--- config.mk ---
export PLATFORM = sky130hd
export DESIGN_NAME = motor_and_analog_pin_select
export DESIGN_NICKNAME = d
export VERILOG_FILES = /design/src/pin_select_pkg.sv /design/src/motor_channel_mux.sv /design/src/motor_and_analog_pin_select.sv
export SDC_FILE = /design/constraint.sdc
export NUM_CORES = 1
export LEC_CHECK = 0
export BUFFER_PORTS_ARGS = -buffer_cell sky130_fd_sc_hd__buf_2
export CELL_PAD_IN_SITES_DETAIL_PLACEMENT = 1
export CELL_PAD_IN_SITES_GLOBAL_PLACEMENT = 2
export CORE_MARGIN = 5
export CORE_UTILIZATION = 35
export CTS_CLUSTER_DIAMETER = 150
export DETAILED_ROUTE_END_ITERATION = 8
export PLACE_DENSITY = 0.87
export RECOVER_POWER = 25
export SETUP_SLACK_MARGIN = 0.3
export SYNTH_ARGS = -nofsm -noshare
export SYNTH_HDL_FRONTEND = slang
export SYNTH_SLANG_ARGS = --single-unit
--- constraint.sdc ---
create_clock -name clk_sys -period 5 [get_ports clk_sys]
set_input_delay 0.25 -clock clk_sys [delete_from_list [all_inputs] [get_ports clk_sys]]
set_output_delay 0.25 -clock clk_sys [all_outputs]
set_load 0.005 [all_outputs]
--- src/pin_select_pkg.sv ---
package pin_select_pkg;

  // register addresses on the cpu data bus
  localparam logic [15:0] ANALOG_CFG_ADDR = 16'hff22;
  localparam logic [15:0] MOTOR_MODE_ADDR = 16'hff2a;
  localparam logic [15:0] IN_SWITCH_ADDR  = 16'hff2b;

  // values after reset
  localparam logic [7:0] REG_RESET = 8'h00;

  // field positions in motor_port_mode_control
  localparam int MOTOR_EN_LSB   = 0;
  localparam int BRIDGE_SEL_LSB = 4;

  // analog_digital_pin_config field
  localparam int             ANALOG_CFG_W       = 4;
  localparam logic [3:0]     ANALOG_ALL_DIGITAL = 4'h8;

  // pin order inside one motor channel
  localparam int PIN_SIN_P = 0;
  localparam int PIN_SIN_N = 1;
  localparam int PIN_COS_P = 2;
  localparam int PIN_COS_N = 3;

  // default sizes
  localparam int NUM_MOTOR_CH    = 4;
  localparam int PINS_PER_CH     = 4;
  localparam int NUM_ANALOG_PINS = 8;
  localparam int NUM_SWITCH      = 8;

  typedef enum logic [1:0] {BUS_IDLE, BUS_STALL, BUS_DONE} bus_state_e;

endpackage

--- src/motor_channel_mux.sv ---
`timescale 1ns/100ps
module motor_channel_mux
  import pin_select_pkg::*;
(
  input  wire logic       motor_channel_enable,
  input  wire logic       bridge_type_select,
  input  wire logic [1:0] motor_direction_bits,
  input  wire logic       pwm,
  input  wire logic [3:0] port_output_latch,
  output logic      [3:0] pin_value,
  output logic      [3:0] pin_owned
);

  // which leg of each pair carries pwm
  wire       sin_neg = motor_direction_bits[1];
  wire       cos_neg = motor_direction_bits[1] ^ motor_direction_bits[0];
  wire [3:0] active;
  wire [3:0] owned_full;
  wire [3:0] owned_half;

  assign active[PIN_SIN_P] = ~sin_neg;
  assign active[PIN_SIN_N] = sin_neg;
  assign active[PIN_COS_P] = ~cos_neg;
  assign active[PIN_COS_N] = cos_neg;

  // (RQ3) full bridge legs
  assign owned_full = 4'hf;
  // (RQ4) half bridge legs
  assign owned_half = active;

  // (RQ2) port mode when disabled
  assign pin_owned = ~motor_channel_enable ? 4'h0 :
                     (bridge_type_select ? owned_half : owned_full);

  // (RQ3) idle legs drive zero
  assign pin_value = (pin_owned & active & {4{pwm}})
                   | (~pin_owned & port_output_latch);

endmodule

--- src/motor_and_analog_pin_select.sv ---
// Notes on behaviour
// (RQ1) reset clears motor mode and analog/digital config registers to zero
// (RQ2) channel enable 0 hands all four channel pins to port function
// (RQ3) full bridge: direction bits pick pwm legs, other legs output 0
// (RQ4) half bridge: same pwm legs, the other two pins return to port
// (RQ5) software clears latch and direction of idle pins in full bridge
// (RQ6) analog/digital config accepts single-bit and full 8-bit writes; the code stores only the low 4 bits, bits 7..4 read 0
// (RQ7) value k makes lowest k analog pins digital; 8 makes all digital
// (RQ8) software sets converter channel pins to input direction
// (RQ9) software never selects a digital pin as converter channel
// (RQ10) writing analog/digital config inserts one cpu wait cycle
// (RQ11) software avoids that write while peripheral clock is stopped
// (RQ12) input switch bits reassign certain alternate inputs to other pins
// (RQ13) pin routing follows register fields, changing on the next clock
`timescale 1ns/100ps
module motor_and_analog_pin_select
  import pin_select_pkg::*;
#(
  parameter int N_CH     = pin_select_pkg::NUM_MOTOR_CH,
  parameter int N_ANALOG = pin_select_pkg::NUM_ANALOG_PINS,
  parameter int N_SWITCH = pin_select_pkg::NUM_SWITCH
)
(
  input  wire logic                  clk_sys,
  input  wire logic                  rst,
  input  wire logic                  bus_req,
  input  wire logic                  bus_wr,
  input  wire logic                  bus_bit_op,
  input  wire logic [2:0]            bus_bit_idx,
  input  wire logic [15:0]           bus_addr,
  input  wire logic [7:0]            bus_wdata,
  output logic      [7:0]            bus_rdata,
  output logic                       bus_ack,
  output logic                       bus_wait,
  input  wire logic [2*N_CH-1:0]     motor_direction_bits,
  input  wire logic [N_CH-1:0]       pwm_in,
  input  wire logic [4*N_CH-1:0]     port_output_latch,
  output logic      [4*N_CH-1:0]     motor_driver_output,
  output logic      [4*N_CH-1:0]     motor_pin_owned,
  output logic      [N_ANALOG-1:0]   analog_pin_digital,
  input  wire logic [N_SWITCH-1:0]   main_pin_in,
  input  wire logic [N_SWITCH-1:0]   alt_pin_in,
  output logic      [N_SWITCH-1:0]   switched_func_in
);
  import pin_select_pkg::*;

  logic [7:0]          motor_port_mode_control;
  logic [7:0]          analog_digital_pin_config;
  logic [7:0]          input_switch_control;
  bus_state_e          state;
  bus_state_e          next_state;
  logic [N_SWITCH-1:0] main_meta;
  logic [N_SWITCH-1:0] main_sync;
  logic [N_SWITCH-1:0] alt_meta;
  logic [N_SWITCH-1:0] alt_sync;

  // bus decode
  wire hit_analog = bus_addr == ANALOG_CFG_ADDR;
  wire hit_motor  = bus_addr == MOTOR_MODE_ADDR;
  wire hit_switch = bus_addr == IN_SWITCH_ADDR;
  wire analog_wr  = bus_req & bus_wr & hit_analog;
  wire do_access  = ((state == BUS_IDLE) & bus_req & ~analog_wr) | (state == BUS_STALL);
  wire do_write   = do_access & bus_wr;

  // (RQ6) single-bit merge or whole byte
  function automatic logic [7:0] merge(
    input logic [7:0] cur,
    input logic       bit_op,
    input logic [2:0] idx,
    input logic [7:0] data
  );
    logic [7:0] res;
    res = cur;
    if (bit_op)
      res[idx] = data[0];
    else
      res = data;
    return res;
  endfunction

  wire [7:0] next_motor_mode = merge(motor_port_mode_control, bus_bit_op, bus_bit_idx,
                                     bus_wdata);
  wire [7:0] next_switch_ctl = merge(input_switch_control, bus_bit_op, bus_bit_idx,
                                     bus_wdata);
  wire [7:0] analog_tmp      = merge(analog_digital_pin_config, bus_bit_op, bus_bit_idx,
                                     bus_wdata);
  wire [7:0] next_analog_cfg = {4'h0, analog_tmp[ANALOG_CFG_W-1:0]};

  wire [7:0] read_mux = hit_analog ? analog_digital_pin_config :
                        hit_motor  ? motor_port_mode_control :
                        hit_switch ? input_switch_control : 8'h00;

  // (RQ10) analog config write stalls one cycle
  always_comb
  begin
    next_state = state;
    case (state)
      BUS_IDLE:
      begin
        if (analog_wr)
          next_state = BUS_STALL;
        else if (bus_req)
          next_state = BUS_DONE;
      end
      BUS_STALL: next_state = BUS_DONE;
      BUS_DONE:  next_state = BUS_IDLE;
      default:   next_state = BUS_IDLE;
    endcase
  end

  always_ff @(posedge clk_sys or posedge rst)
  begin
    if (rst)
    begin
      state    <= BUS_IDLE;
      bus_ack  <= 1'b0;
      bus_wait <= 1'b0;
    end
    else
    begin
      state    <= next_state;
      bus_ack  <= next_state == BUS_DONE;
      bus_wait <= next_state == BUS_STALL;
    end
  end

  // (RQ1) registers cleared by reset
  always_ff @(posedge clk_sys or posedge rst)
  begin
    if (rst)
    begin
      motor_port_mode_control   <= REG_RESET;
      analog_digital_pin_config <= REG_RESET;
      input_switch_control      <= REG_RESET;
      bus_rdata                 <= REG_RESET;
    end
    else
    begin
      if (do_write & hit_motor)
        motor_port_mode_control <= next_motor_mode;
      if (do_write & hit_analog)
        analog_digital_pin_config <= next_analog_cfg;
      if (do_write & hit_switch)
        input_switch_control <= next_switch_ctl;
      if (do_access & ~bus_wr)
        bus_rdata <= read_mux;
    end
  end

  // motor channel routing
  logic [4*N_CH-1:0] next_out;
  logic [4*N_CH-1:0] next_owned;

  genvar ch;
  generate
    for (ch = 0; ch < N_CH; ch++)
    begin : g_ch
      motor_channel_mux u_mux (
        .motor_channel_enable (motor_port_mode_control[MOTOR_EN_LSB + ch]),
        .bridge_type_select   (motor_port_mode_control[BRIDGE_SEL_LSB + ch]),
        .motor_direction_bits (motor_direction_bits[2*ch +: 2]),
        .pwm                  (pwm_in[ch]),
        .port_output_latch    (port_output_latch[4*ch +: 4]),
        .pin_value            (next_out[4*ch +: 4]),
        .pin_owned            (next_owned[4*ch +: 4])
      );
    end
  endgenerate

  // (RQ7) lowest k pins digital
  logic [N_ANALOG-1:0] next_digital;
  genvar p;
  generate
    for (p = 0; p < N_ANALOG; p++)
    begin : g_an
      assign next_digital[p] =
        32'(analog_digital_pin_config[ANALOG_CFG_W-1:0]) > p;
    end
  endgenerate

  // (RQ12) input switch selection
  wire [N_SWITCH-1:0] next_switched = (input_switch_control[N_SWITCH-1:0] & alt_sync)
                                    | (~input_switch_control[N_SWITCH-1:0] & main_sync);

  always_ff @(posedge clk_sys or posedge rst)
  begin
    if (rst)
    begin
      main_meta <= '0;
      main_sync <= '0;
      alt_meta  <= '0;
      alt_sync  <= '0;
    end
    else
    begin
      main_meta <= main_pin_in;
      main_sync <= main_meta;
      alt_meta  <= alt_pin_in;
      alt_sync  <= alt_meta;
    end
  end

  // (RQ13) registered pin routing
  always_ff @(posedge clk_sys or posedge rst)
  begin
    if (rst)
    begin
      motor_driver_output <= '0;
      motor_pin_owned     <= '0;
      analog_pin_digital  <= '0;
      switched_func_in    <= '0;
    end
    else
    begin
      motor_driver_output <= next_out;
      motor_pin_owned     <= next_owned;
      analog_pin_digital  <= next_digital;
      switched_func_in    <= next_switched;
    end
  end
endmodule

==> metrics.txt <==
status finished, violations left; failing checks max-capacitance violations, max-slew violations; largest net degree at the start of global routing 76; EDFF count, synth 0; crit path kind in2async; mean area per synthesized cell about 13 sq um; drt wl/cell approximately 17 microns; f_max ~0.42 GHz; Cell Area, Synth 0.00437 sq mm; Post-Syn Nets about 410; CTS tree yes; TritonCTS buffer count 9; combinational power share 0.067; CP Cell Sequence buf_2 > clkinvlp_2 > buf_4; drt first pass iters 4; slowest cell on the critical path clkinvlp_2; Setup crit start rst; Worst Hold Launch main_pin_in[6]; area leader, netlist dfrtp_1; Initial DRC Count about 150; final hold vios 0; main area contributors after synthesis dfrtp_1 64%, a21boi_0 2.8%, o22ai_1 2.6%; Ys Warns 0; Top FF cell, synth dfrtp_1; VDD IR-drop max around 0.15 mV; worst-margin pin slew 3.17 ns; clock sink count ~110; CP Capture Type asynchronous set/reset pin; startpoint types input port; clock buffer depth 2; initial antenna violation count 0; aggregate routed wire length roughly 11 mm; most common cell in the netlist dfrtp_1; core area approximately 0.012 sq mm; die area 0.0148 sq mm; CP required ~5.5 ns; Antenna Nets Post-Route 0; ant diodes 0; sequential area share after synthesis 0.642; Clk pwr share 0.427; post-synth cell types slightly below 50; P_sw 0.382 mW; Die Ht between 100 and 150 microns; I/O pin cnt 134; Initial Util 0.361; post-route minimum period about 2.4 ns; Async SR Flop Fraction 1.00; PostCTS Resize Cnt 0; vias in the first global route about 3.5k; total grt overflow 0; relative slew slack -1.13; top cell type's share of synthesized area 0.642; Pwr Total roughly 1.8 mW; total negative slack 0 ns; share of layout cells above drive strength 1 0.357; skew final about 0.0047 ns; Root Driver clkbuf_16; RD Place Congestion about 0.8; leading cell types by count after synthesis 112 x dfrtp_1, 26 x inv_1, 19 x nand2_1; Port Buf Inserts around 130; maxcap violations 1; All-Layer GR Usage 0.153; Slew Viols, Final 76; NumNets Final between 500 and 600; RSZ-0062 raised after global routing false; final setup violation count 0; Power Internal 1.47 mW; CTS Hold Bufs 4; critical path's largest stage delay around 1.8 ns; Area Overhead vs Synth 29.0%; Hold Crit Class in2reg; Clock transition at path regs 0.07 ns; synthesized flop and latch total ~110; insertion delay to the later sink of the worst-skew pair 0.34 ns; FF-to-FF Start state[0]$_DFF_PP0_; Vias/cell between 4 and 5; DPL Wire Length around 8.3 mm; first-pass GRT wire length 17.7 mm; number of placement rows 40; Die X between 100 and 150 microns; Sw Ratio 0.207; LEAKAGE approximately 2.8 nW; total number of vias 3155; sequential power share 0.506; Synth Instances between 300 and 400; Clock H-tree levels 3; PwrDens about 330 mW/mm^2; Max FO, Critical Path 75; drc violations 0; Setup Buffers After CTS 0; crit path DAT approximately 2.9 ns; fin crit share 0.479
[worst max-delay path, delay by kind of cell]
kind,cells,cell delay [ns]
buffers and inverters,3,2.55
[area by class of cell]
type	instances	area [sq um]
clock buffers	10	229
multi-input cells	187	1380
flip-flops and latches	112	2800
clock inverters	4	95.1
inverters	26	98.8
fillers	1334	6480
well taps	168	210
repair buffers	148	813
[worst paths after layout]
| kind | to | cells after the start | slack (ns) |
|---|---|---|---|
| worst min register to register | main_sync[4]$_DFF_PP0_ | 0 | 0.35 |
| max in group clk_sys | motor_port_mode_control[1]$_DFFE_PP0P_ | 4 | 3.23 |
| worst min-delay path | main_meta[6]$_DFF_PP0_ | 1 | 0.01 |
| worst max-delay path | bus_rdata[7]$_DFFE_PP0P_ | 3 | 2.60 |
| worst max register to register | motor_port_mode_control[1]$_DFFE_PP0P_ | 4 | 3.23 |
| min in group asynchronous | bus_ack$_DFF_PP0_ | 2 | 0.83 |
[flip-flops by register name (all words and copies together), names as in the netlist]
signal	cells
state	2
alt_meta	8
alt_sync	8
bus_wait	1
motor_driver_output	16
analog_digital_pin_config	4
analog_pin_digital	8
bus_ack	1
input_switch_control	8
switched_func_in	8
main_meta	8
main_sync	8
bus_rdata	8
motor_pin_owned	16
motor_port_mode_control	8
[stage by stage]
stage	cells	hold slack, ns	util	cell area, sq um	worst slack (ns)
CTS	645	0.000892	0.457	5530	3.25
global route	655	-0.000259	0.465	5630	1.95
finish	655	0.0142	0.465	5630	2.60
detailed placement	627	0.336	0.427	5170	3.18
floorplan	338	0.281	-	4370	1.79
global placement	627	0.333	0.427	5170	3.26
[cells in the final DEF (no fill, tap or decap), drive strengths merged, types with 2 or more instances in the layout]
master       instances
a21boi              16
a21o                 3
a21oi               12
a31oi                4
a41oi               10
and4                 2
and4b                2
and4bb               2
buf                134
bufinv               3
clkbuf              10
dfrtp              112
dlygate4sd3         14
inv                 25
mux2                17
mux2i                8
nand2               19
nand2b               2
nand3                2
nand4                9
nor2                11
nor3                 2
nor3b                4
o21ai               14
o22ai               18
o31ai                6
or2                  2
or3                  3
or4b                 3
xnor2                4
xor2                 4
[per-layer routing]
| metal | wire length, microns | vias up | global-route usage |
|---|---|---|---|
| met3 | 571 | 8 | 0.0409 |
| li1 | - | 1499 | - |
| met2 | 5720 | 88 | 0.265 |
| met5 | 0 | - | 0 |
| met4 | 119 | 0 | 0.0399 |
| met1 | 4670 | 1560 | 0.189 |
[kinds of logic after synthesis]
family,after synthesis,synth area share
compound gates,85,0.128
xor+xnor,8,0.0160
buf+inv,39,0.0413
flops,112,0.642
mux,25,0.0622
simple gates,69,0.110
[power groups by stage]
| stage | sequential, mW | combinational, mW | clock (mW) |
|---|---|---|---|
| after floorplan | 0.954 | 0.0545 | 0 |
| after global placement | 0.952 | 0.113 | 0 |
| after detailed placement | 0.954 | 0.118 | 0 |
| after CTS | 0.936 | 0.121 | 0.810 |
| after global routing | 0.938 | 0.140 | 0.850 |
| final | 0.936 | 0.124 | 0.790 |
Note: power is estimated with default switching activity, not from simulation.
